===== src/hw/bru_pkg.sv =====
// constants for the byte rotate unit
package bru_pkg;
    // opcode top six bits of the 16-bit word
    localparam logic [5:0] OP_RLNC = 6'h11; // 0100 01
    localparam logic [5:0] OP_RRC = 6'h0C; // 0011 00
    localparam int OP_HI = 15;
    localparam int OP_LO = 10;
    localparam int D_BIT = 9;
    localparam int A_BIT = 8;
    localparam logic [7:0] IDX_LIMIT = 8'h5F; // highest indexed address
    localparam logic [7:0] ACC_HI_BASE = 8'h60; // access bank upper split
    localparam logic [3:0] ACC_BANK_LO = 4'h0;
    localparam logic [3:0] ACC_BANK_HI = 4'hF;
    localparam logic [7:0] BYTE_ZERO = 8'h00;
    typedef enum logic [1:0] {
        BRU_Q1 = 2'b00, // decode
        BRU_Q2 = 2'b01, // read operand
        BRU_Q3 = 2'b10, // process
        BRU_Q4 = 2'b11  // write destination
    } bru_phase_t;
endpackage


===== src/hw/bru_top.sv =====
// byte rotate datapath: rotate left no carry, rotate right through carry
// Notes on behaviour
// - left rotate: bit7 to bit0, carry kept
// - right rotate: carry in bit7, bit0 out
// - dest bit: 0 working reg, 1 file
// - access bit: 0 access bank, 1 bank select
// - extended, a clear, f<=95: indexed offset
// - one word, four phases: decode read process write
module bru_top (
    input wire logic ref_clk_i,
    input wire logic rst_n_i,
    // instruction side, all but rd_data_i taken on the accept edge
    input wire logic start_i,            // pulse: instruction word valid
    input wire logic [15:0] instr_i,     // instruction word
    input wire logic ext_set_en_i,       // extended instruction set on
    input wire logic [3:0] bank_select_reg_i,
    input wire logic [11:0] index_base_i, // indirect pointer for offset mode
    input wire logic [7:0] rd_data_i,    // file read data, same clock
    input wire logic carry_i,            // current carry flag
    // data memory side
    output logic [11:0] addr_o,          // data memory address
    output logic rd_en_o,                // read strobe in read phase
    output logic wr_en_o,                // file write strobe in write phase
    output logic [7:0] wr_data_o,        // result to file
    output logic w_we_o,                 // working register write strobe
    output logic [7:0] w_data_o,         // result to working register
    // status side
    output logic flag_we_o,              // flag update strobe
    output logic carry_we_o,             // carry update strobe
    output logic carry_o,
    output logic neg_o,
    output logic zero_o,
    // control
    output logic busy_o,                 // instruction in flight
    output logic illegal_o               // pulse: opcode not handled
);
    // sequencer state
    bru_pkg::bru_phase_t phase_q; // current quarter of the cycle
    logic active_q; // an instruction is in flight
    // fields captured when an instruction is taken
    logic is_rrc_q, dest_q; // right rotate selected, result to file
    logic [11:0] addr_q; // operand address held for the whole cycle
    logic cy_in_q; // carry as it stood when the word was taken
    // datapath registers
    logic [7:0] opnd_q, res_q; // operand read in, rotated result out
    logic cy_q; // carry reported at the write phase
    // decode of the incoming word, valid only with start_i
    logic [5:0] opc; // top six opcode bits
    logic dbit, abit; // destination and access select bits
    logic [7:0] fadr; // 8-bit file address field
    logic [11:0] addr_d; // address formed from the fields
    logic known; // opcode is one of the two rotates

    // field decode; meaningful only while start_i is high
    assign opc = instr_i[bru_pkg::OP_HI:bru_pkg::OP_LO];
    assign dbit = instr_i[bru_pkg::D_BIT];
    assign abit = instr_i[bru_pkg::A_BIT];
    assign fadr = instr_i[7:0];
    assign known = (opc == bru_pkg::OP_RLNC) || (opc == bru_pkg::OP_RRC);

    // address formation at decode; the bank select value is taken with
    // the word, so a later change to it cannot move a running access
    always_comb begin
        if (abit) begin
            // banked: upper nibble from the bank select register
            addr_d = {bank_select_reg_i, fadr};
        end else if (ext_set_en_i && fadr <= bru_pkg::IDX_LIMIT) begin
            // indexed offset: pointer plus literal, wraps at 12 bits
            addr_d = index_base_i + {4'h0, fadr};
        end else if (fadr < bru_pkg::ACC_HI_BASE) begin
            // access bank, lower part: general purpose bank 0
            addr_d = {bru_pkg::ACC_BANK_LO, fadr};
        end else begin
            // access bank, upper part: top bank
            addr_d = {bru_pkg::ACC_BANK_HI, fadr};
        end
    end

    // banked operand lands on the address port one cycle after the take
    bank_addr_a: assert property (
        @(posedge ref_clk_i) disable iff (!rst_n_i)
        (!active_q && start_i && known && abit) |=>
        addr_o == {$past(bank_select_reg_i), $past(fadr)})
        else $error("banked address wrong");

    // indexed offset wins over the access bank for low addresses
    index_mode_a: assert property (
        @(posedge ref_clk_i) disable iff (!rst_n_i)
        (!active_q && start_i && known && !abit && ext_set_en_i
         && fadr <= bru_pkg::IDX_LIMIT) |=>
        addr_o == $past(index_base_i) + {4'h0, $past(fadr)})
        else $error("indexed address wrong");

    // phase sequencer: one instruction cycle, four phases; the take edge
    // only arms active_q, so decode is the first cycle with busy_o high
    always_ff @(posedge ref_clk_i) begin
        if (!rst_n_i) begin
            phase_q <= bru_pkg::BRU_Q1;
            active_q <= 1'b0;
        end else begin
            case (phase_q)
                // decode: leave at once when armed, otherwise wait for a word
                bru_pkg::BRU_Q1: begin
                    if (active_q) phase_q <= bru_pkg::BRU_Q2;
                    else if (start_i && known) active_q <= 1'b1;
                end
                // read, then process: fixed one cycle each
                bru_pkg::BRU_Q2: phase_q <= bru_pkg::BRU_Q3;
                bru_pkg::BRU_Q3: phase_q <= bru_pkg::BRU_Q4;
                // write: drop busy so the next word can be taken next cycle
                bru_pkg::BRU_Q4: begin
                    phase_q <= bru_pkg::BRU_Q1;
                    active_q <= 1'b0;
                end
                default: phase_q <= bru_pkg::BRU_Q1; // all codes are used
            endcase
        end
    end

    // take, decode, read, process, write, then idle again
    four_phase_a: assert property (
        @(posedge ref_clk_i) disable iff (!rst_n_i)
        (!active_q && start_i && known) |=> ##1 rd_en_o ##2 flag_we_o
        ##1 !busy_o)
        else $error("phase sequence wrong");

    // latch the decoded fields; starts ignored while busy, so a word that
    // arrives mid-cycle is dropped rather than queued (no buffering here)
    always_ff @(posedge ref_clk_i) begin
        if (!rst_n_i) begin
            is_rrc_q <= 1'b0;
            dest_q <= 1'b0;
            addr_q <= 12'h000;
            cy_in_q <= 1'b0;
        end else if (!active_q && start_i && known) begin
            // capture all the cycle needs but the operand; later changes to these inputs are ignored
            is_rrc_q <= (opc == bru_pkg::OP_RRC);
            dest_q <= dbit;
            addr_q <= addr_d;
            cy_in_q <= carry_i;
        end
    end

    // read and process phases; opnd_q and res_q then hold until the next
    // instruction, which is what keeps the data outputs steady
    always_ff @(posedge ref_clk_i) begin
        if (!rst_n_i) begin
            opnd_q <= bru_pkg::BYTE_ZERO;
            res_q <= bru_pkg::BYTE_ZERO;
            cy_q <= 1'b0;
        end else if (phase_q == bru_pkg::BRU_Q2) begin
            // read: the file answers on the same clock as rd_en_o
            opnd_q <= rd_data_i;
        end else if (phase_q == bru_pkg::BRU_Q3) begin
            if (is_rrc_q) begin
                // right through carry: old carry enters at the top
                res_q <= {cy_in_q, opnd_q[7:1]};
                cy_q <= opnd_q[0];
            end else begin
                // left without carry: top bit wraps to the bottom
                res_q <= {opnd_q[6:0], opnd_q[7]};
                cy_q <= cy_in_q;
            end
        end
    end

    // left rotate result, one cycle after the process phase
    rlnc_result_a: assert property (
        @(posedge ref_clk_i) disable iff (!rst_n_i)
        (phase_q == bru_pkg::BRU_Q3 && active_q && !is_rrc_q) |=>
        res_q == {$past(opnd_q[6:0]), $past(opnd_q[7])})
        else $error("left rotate result wrong");

    // right rotate result and the carry it shifts out
    rrc_result_a: assert property (
        @(posedge ref_clk_i) disable iff (!rst_n_i)
        (phase_q == bru_pkg::BRU_Q3 && active_q && is_rrc_q) |=>
        res_q == {cy_in_q, $past(opnd_q[7:1])} && cy_q == $past(opnd_q[0]))
        else $error("right rotate result wrong");

    // write phase strobes; data held from flops
    logic wr_ph; // the write quarter of a live instruction
    assign wr_ph = active_q && phase_q == bru_pkg::BRU_Q4;
    assign busy_o = active_q;
    assign addr_o = addr_q;
    assign rd_en_o = active_q && phase_q == bru_pkg::BRU_Q2;
    assign wr_en_o = wr_ph && dest_q;
    assign w_we_o = wr_ph && !dest_q;
    // both data ports carry the same register; only the strobes differ
    assign wr_data_o = res_q;
    assign w_data_o = res_q;
    assign flag_we_o = wr_ph;
    // left rotate never writes carry, so it raises no carry strobe
    assign carry_we_o = wr_ph && is_rrc_q;
    assign carry_o = cy_q;
    assign neg_o = res_q[7];
    assign zero_o = (res_q == bru_pkg::BYTE_ZERO);
    // an unknown opcode is reported but never started
    assign illegal_o = !active_q && start_i && !known;

    // left rotate leaves carry alone and reports the old value
    rlnc_carry_a: assert property (
        @(posedge ref_clk_i) disable iff (!rst_n_i)
        (wr_ph && !is_rrc_q) |-> !carry_we_o && carry_o == cy_in_q)
        else $error("left rotate touched carry");

    // exactly one destination strobe, chosen by the d bit
    dest_sel_a: assert property (
        @(posedge ref_clk_i) disable iff (!rst_n_i)
        wr_ph |-> (wr_en_o == dest_q) && (w_we_o != dest_q))
        else $error("destination steering wrong");

    // flags judged from the operand, not from the result register
    flags_a: assert property (
        @(posedge ref_clk_i) disable iff (!rst_n_i)
        flag_we_o |-> zero_o == (is_rrc_q
            ? (opnd_q[7:1] == '0 && !cy_in_q) : opnd_q == bru_pkg::BYTE_ZERO)
        && neg_o == (is_rrc_q ? cy_in_q : opnd_q[6]))
        else $error("flags wrong");

    // main scenarios: each rotate, file destination, zero, indexed mode
    c_rlnc: cover property (@(posedge ref_clk_i) wr_ph && !is_rrc_q);
    c_rrc_f: cover property (@(posedge ref_clk_i) wr_ph && is_rrc_q && dest_q);
    c_zero: cover property (@(posedge ref_clk_i) flag_we_o && zero_o);
    c_index: cover property (@(posedge ref_clk_i)
        !active_q && start_i && known && !abit && ext_set_en_i
        && fadr <= bru_pkg::IDX_LIMIT);
endmodule

===== config.mk =====
export PLATFORM = sky130hd
export DESIGN_NAME = bru_top
export DESIGN_NICKNAME = d
export VERILOG_FILES = /design/src/hw/bru_pkg.sv /design/src/hw/bru_top.sv
export SDC_FILE = /design/constraint.sdc
export NUM_CORES = 1
export LEC_CHECK = 0
export BUFFER_PORTS_ARGS = -buffer_cell sky130_fd_sc_hd__buf_2
export CAP_MARGIN = 10
export CORE_ASPECT_RATIO = 1.4
export CORE_MARGIN = 2
export CORE_UTILIZATION = 35
export DETAILED_ROUTE_END_ITERATION = 6
export GPL_ROUTABILITY_DRIVEN = 0
export PLACE_DENSITY = 0.62
export SYNTH_ARGS = -nofsm -noshare
export SYNTH_HDL_FRONTEND = slang
export SYNTH_SLANG_ARGS = --single-unit

===== constraint.sdc =====
create_clock -name ref_clk_i -period 2 [get_ports ref_clk_i]
set_input_delay 0.2 -clock ref_clk_i [delete_from_list [all_inputs] [get_ports ref_clk_i]]
set_output_delay 0.2 -clock ref_clk_i [all_outputs]
set_load 0.02 [all_outputs]

==> reports/results.ini <==
[outcome]
status=finished clean

[timing]
slew-limit-headroom_pct=59.55
timing.fmax_mhz=551.8
rsz0062_at_grt=false
final-setup-viol-count=0
tightest_slew_ps=606.8
post-route-worst-setup-slack_ps=187.9
min_period_ps=1812
finalHoldViolCount=0
fin_crit_sh_pct=90.61
fin_skew_ps=1.394
slew_viol_final=0
setup_tns_ps=0

[yosys]
synth_ff_type=dfxtp_1
yosys.area_share.xor_xnor_pct=0.7905
synthAdderAreaFrac_pct=8.244
syn_nets=319
yosysWarnings=0
synth-seq-cells=35
synthSimpleGateAreaFrac_pct=18.58
yosysSeqAreaShare_pct=31.62
muxShareOfSynthArea_pct=10.39
async_flop_share_pct=0
synth_top_area_cell=dfxtp_1
synth_area_leaders=dfxtp_1 32%, mux2i_1 10%, ha_1 7.3%
synth_top_family_by_area=compound AO/OA/AOI/OAI gates
synth_top_area_share_pct=31.62
synth_commonest_cells=35 x dfxtp_1, 32 x nor2_1, 23 x mux2i_1
syn-cell-area_mm2=0.002216
syn_inst=260
synth.avg_cell_area_um2=8.523
synth_most_common_cell=dfxtp_1
synth_compound_area_share_pct=22.19
synth_edf_count=0
synth_cell_types=44

[routing]
vias=2161
firstDrtPassIters=4
drt-wirelength-per-cell_um=13.51
drcViolationCount=0
ant_nets=0
wirelength_mm=5.472
drt_iter0_drc=80
viasPerCell=5.336

[job]
cap_violations=0

[worst_setup_path]
critPathLaunchType=register
arrival_ps=1610
cp_cell_sequence=inv_1 > ha_1 > and2_1 > buf_2
end_kind=output port
critical_path_class=reg -> out
r2r_slack_ps=340
cp_max_fo=9
max_stage_delay_ps=500
slowest_stage=ha_1
crit_buf_inv=2
critPathRequiredTime_ps=1800
cp_top_family=adder cells

[placed_design]
port_buffers=82
dp_slack_ps=-20.54
place_hpwl_mm=4.306
dpl.cell_count=397

[floorplan]
placeableCoreArea_mm2=0.006168
dieArea_mm2=0.006992
die_y_um=98.15
die_w_um=71.25
rows=34
pin_count=83
start_util_pct=35.92

[clock_tree]
insertion_delay_ps=280
clk_pin_slew_ps=70
cts_buffers=5
cts_max_level=2
clockBufferDepth=2
cts.sinks=35
cts_tree=yes
cts_hold_buf=0
cts_root_buffer=clkbuf_8
post_cts_buffers=0
post_cts_resized=0

[hold_path]
hp-class=in -> reg

[finish]
drive_above_1_share_pct=30.63
area_growth_pct=23.94
finalNonFillerCells=405
num-nets-final=391
fillers=657
diodes=0

[global_route]
globalRouteOverflowTotal=0
grt_start_max_net_pins=25
antenna_found_initial=0
grt_pass1_wl_mm=9.108
first_global_vias=2039
track_usage_pct=15.91

[power]
ir_drop_v=0.0003206
p_leak_nw=1.269
powerDensity_mw_per_mm2=801.8

state kept, by name, summed over array words and instances (netlist names):
signal / count
addr_o: 12
busy_o: 1
carry_o: 1
cy_in_q: 1
dest_q: 1
is_rrc_q: 1
opnd_q: 8
phase_q: 2
w_data_o: 8
per-layer routing:
layer,vias up,track usage (%),wire length (um),share of wire (%)
met4,0,7.402,80,1.5
met2,66,27.99,2802,51
met3,6,2.580,253,4.6
li1,1080,-,-,-
met1,1009,18.42,2335,43
met5,-,0,0,0
worst reg2reg max path, cell delays in order (launching register included):
cell and delay [ps]:
dfxtp_1 400, nor4b_4 350, o21a_1 270, buf_4 270
nor2_1 70, a311oi_1 220
layout make-up:
cell class	count	area [um^2]	area share, %
timing repair buffer	89	462.9	16.86
multi-input combinational	190	1334	48.57
inverter	11	41.29	1.503
sequential	35	700.7	25.51
tap	72	90.09	3.280
clock inverter	2	35.03	1.276
clock buffer	6	82.58	3.007
cell families (layout without fill, tap and decap cells):
| group | Yosys count | in the layout |
|---|---|---|
| AO/OA/AOI/OAI | 71 | 71 |
| XOR/XNOR | 2 | 2 |
| adder cells (fa/ha/maj) | 14 | 14 |
| buffers and inverters | 35 | 108 |
| flip-flops | 35 | 35 |
| multiplexers | 23 | 23 |
| AND/OR/NAND/NOR | 80 | 80 |
through the flow:
stage	area, um^2	power [W]	hold slack (ps)	util (%)
2_1_floorplan	2216	0.001369	347.2	-
3_3_place_gp	2629	0.001538	432.7	42.62
3_5_place_dp	2629	0.001553	444.7	42.62
4_1_cts	2746	0.002234	136.3	44.52
5_1_grt	2746	0.002353	145.6	44.52
6_report	2746	0.002202	143.1	44.52
where the power goes:
part	internal [W]	total, W	leakage, nW	switching (W)
sequential	0.000774	0.000836	0.283	0.0000616
clock	0.000404	0.000671	0.0612	0.000268
combinational	0.000293	0.000695	0.924	0.000402
layout by cell type, fill, tap and decap left out, types with 2 or more instances in the layout:
cell       count
nor2_1        32
dfxtp_1       35
a2111oi_0      2
buf_4          7
and4bb_2       2
and3_1         7
o21a_1         2
nand3_1        2
o221ai_1       2
nand2_1       15
ha_1          13
nor3_1         4
o211a_1        2
nand4_1        3
a31oi_1        6
nor2b_1        4
or4_1          2
buf_2         82
inv_1         11
o21ai_0       13
nand2b_1       2
mux2i_1       23
a211oi_1      13
a21oi_1       14
a21o_1         3
and2_1         3
clkbuf_8       6
o211ai_1       3
xnor2_1        2
o2111ai_1      3
final timing paths:
kind,cells after the start,endpoint,from
hold / removal,3,cy_in_q,carry_i
setup reg to reg,5,addr_o[0],busy_o
hold reg to reg,2,carry_o,carry_o
setup / recovery,4,rd_en_o,phase_q[1]
Power figures use the tool's default switching activity.
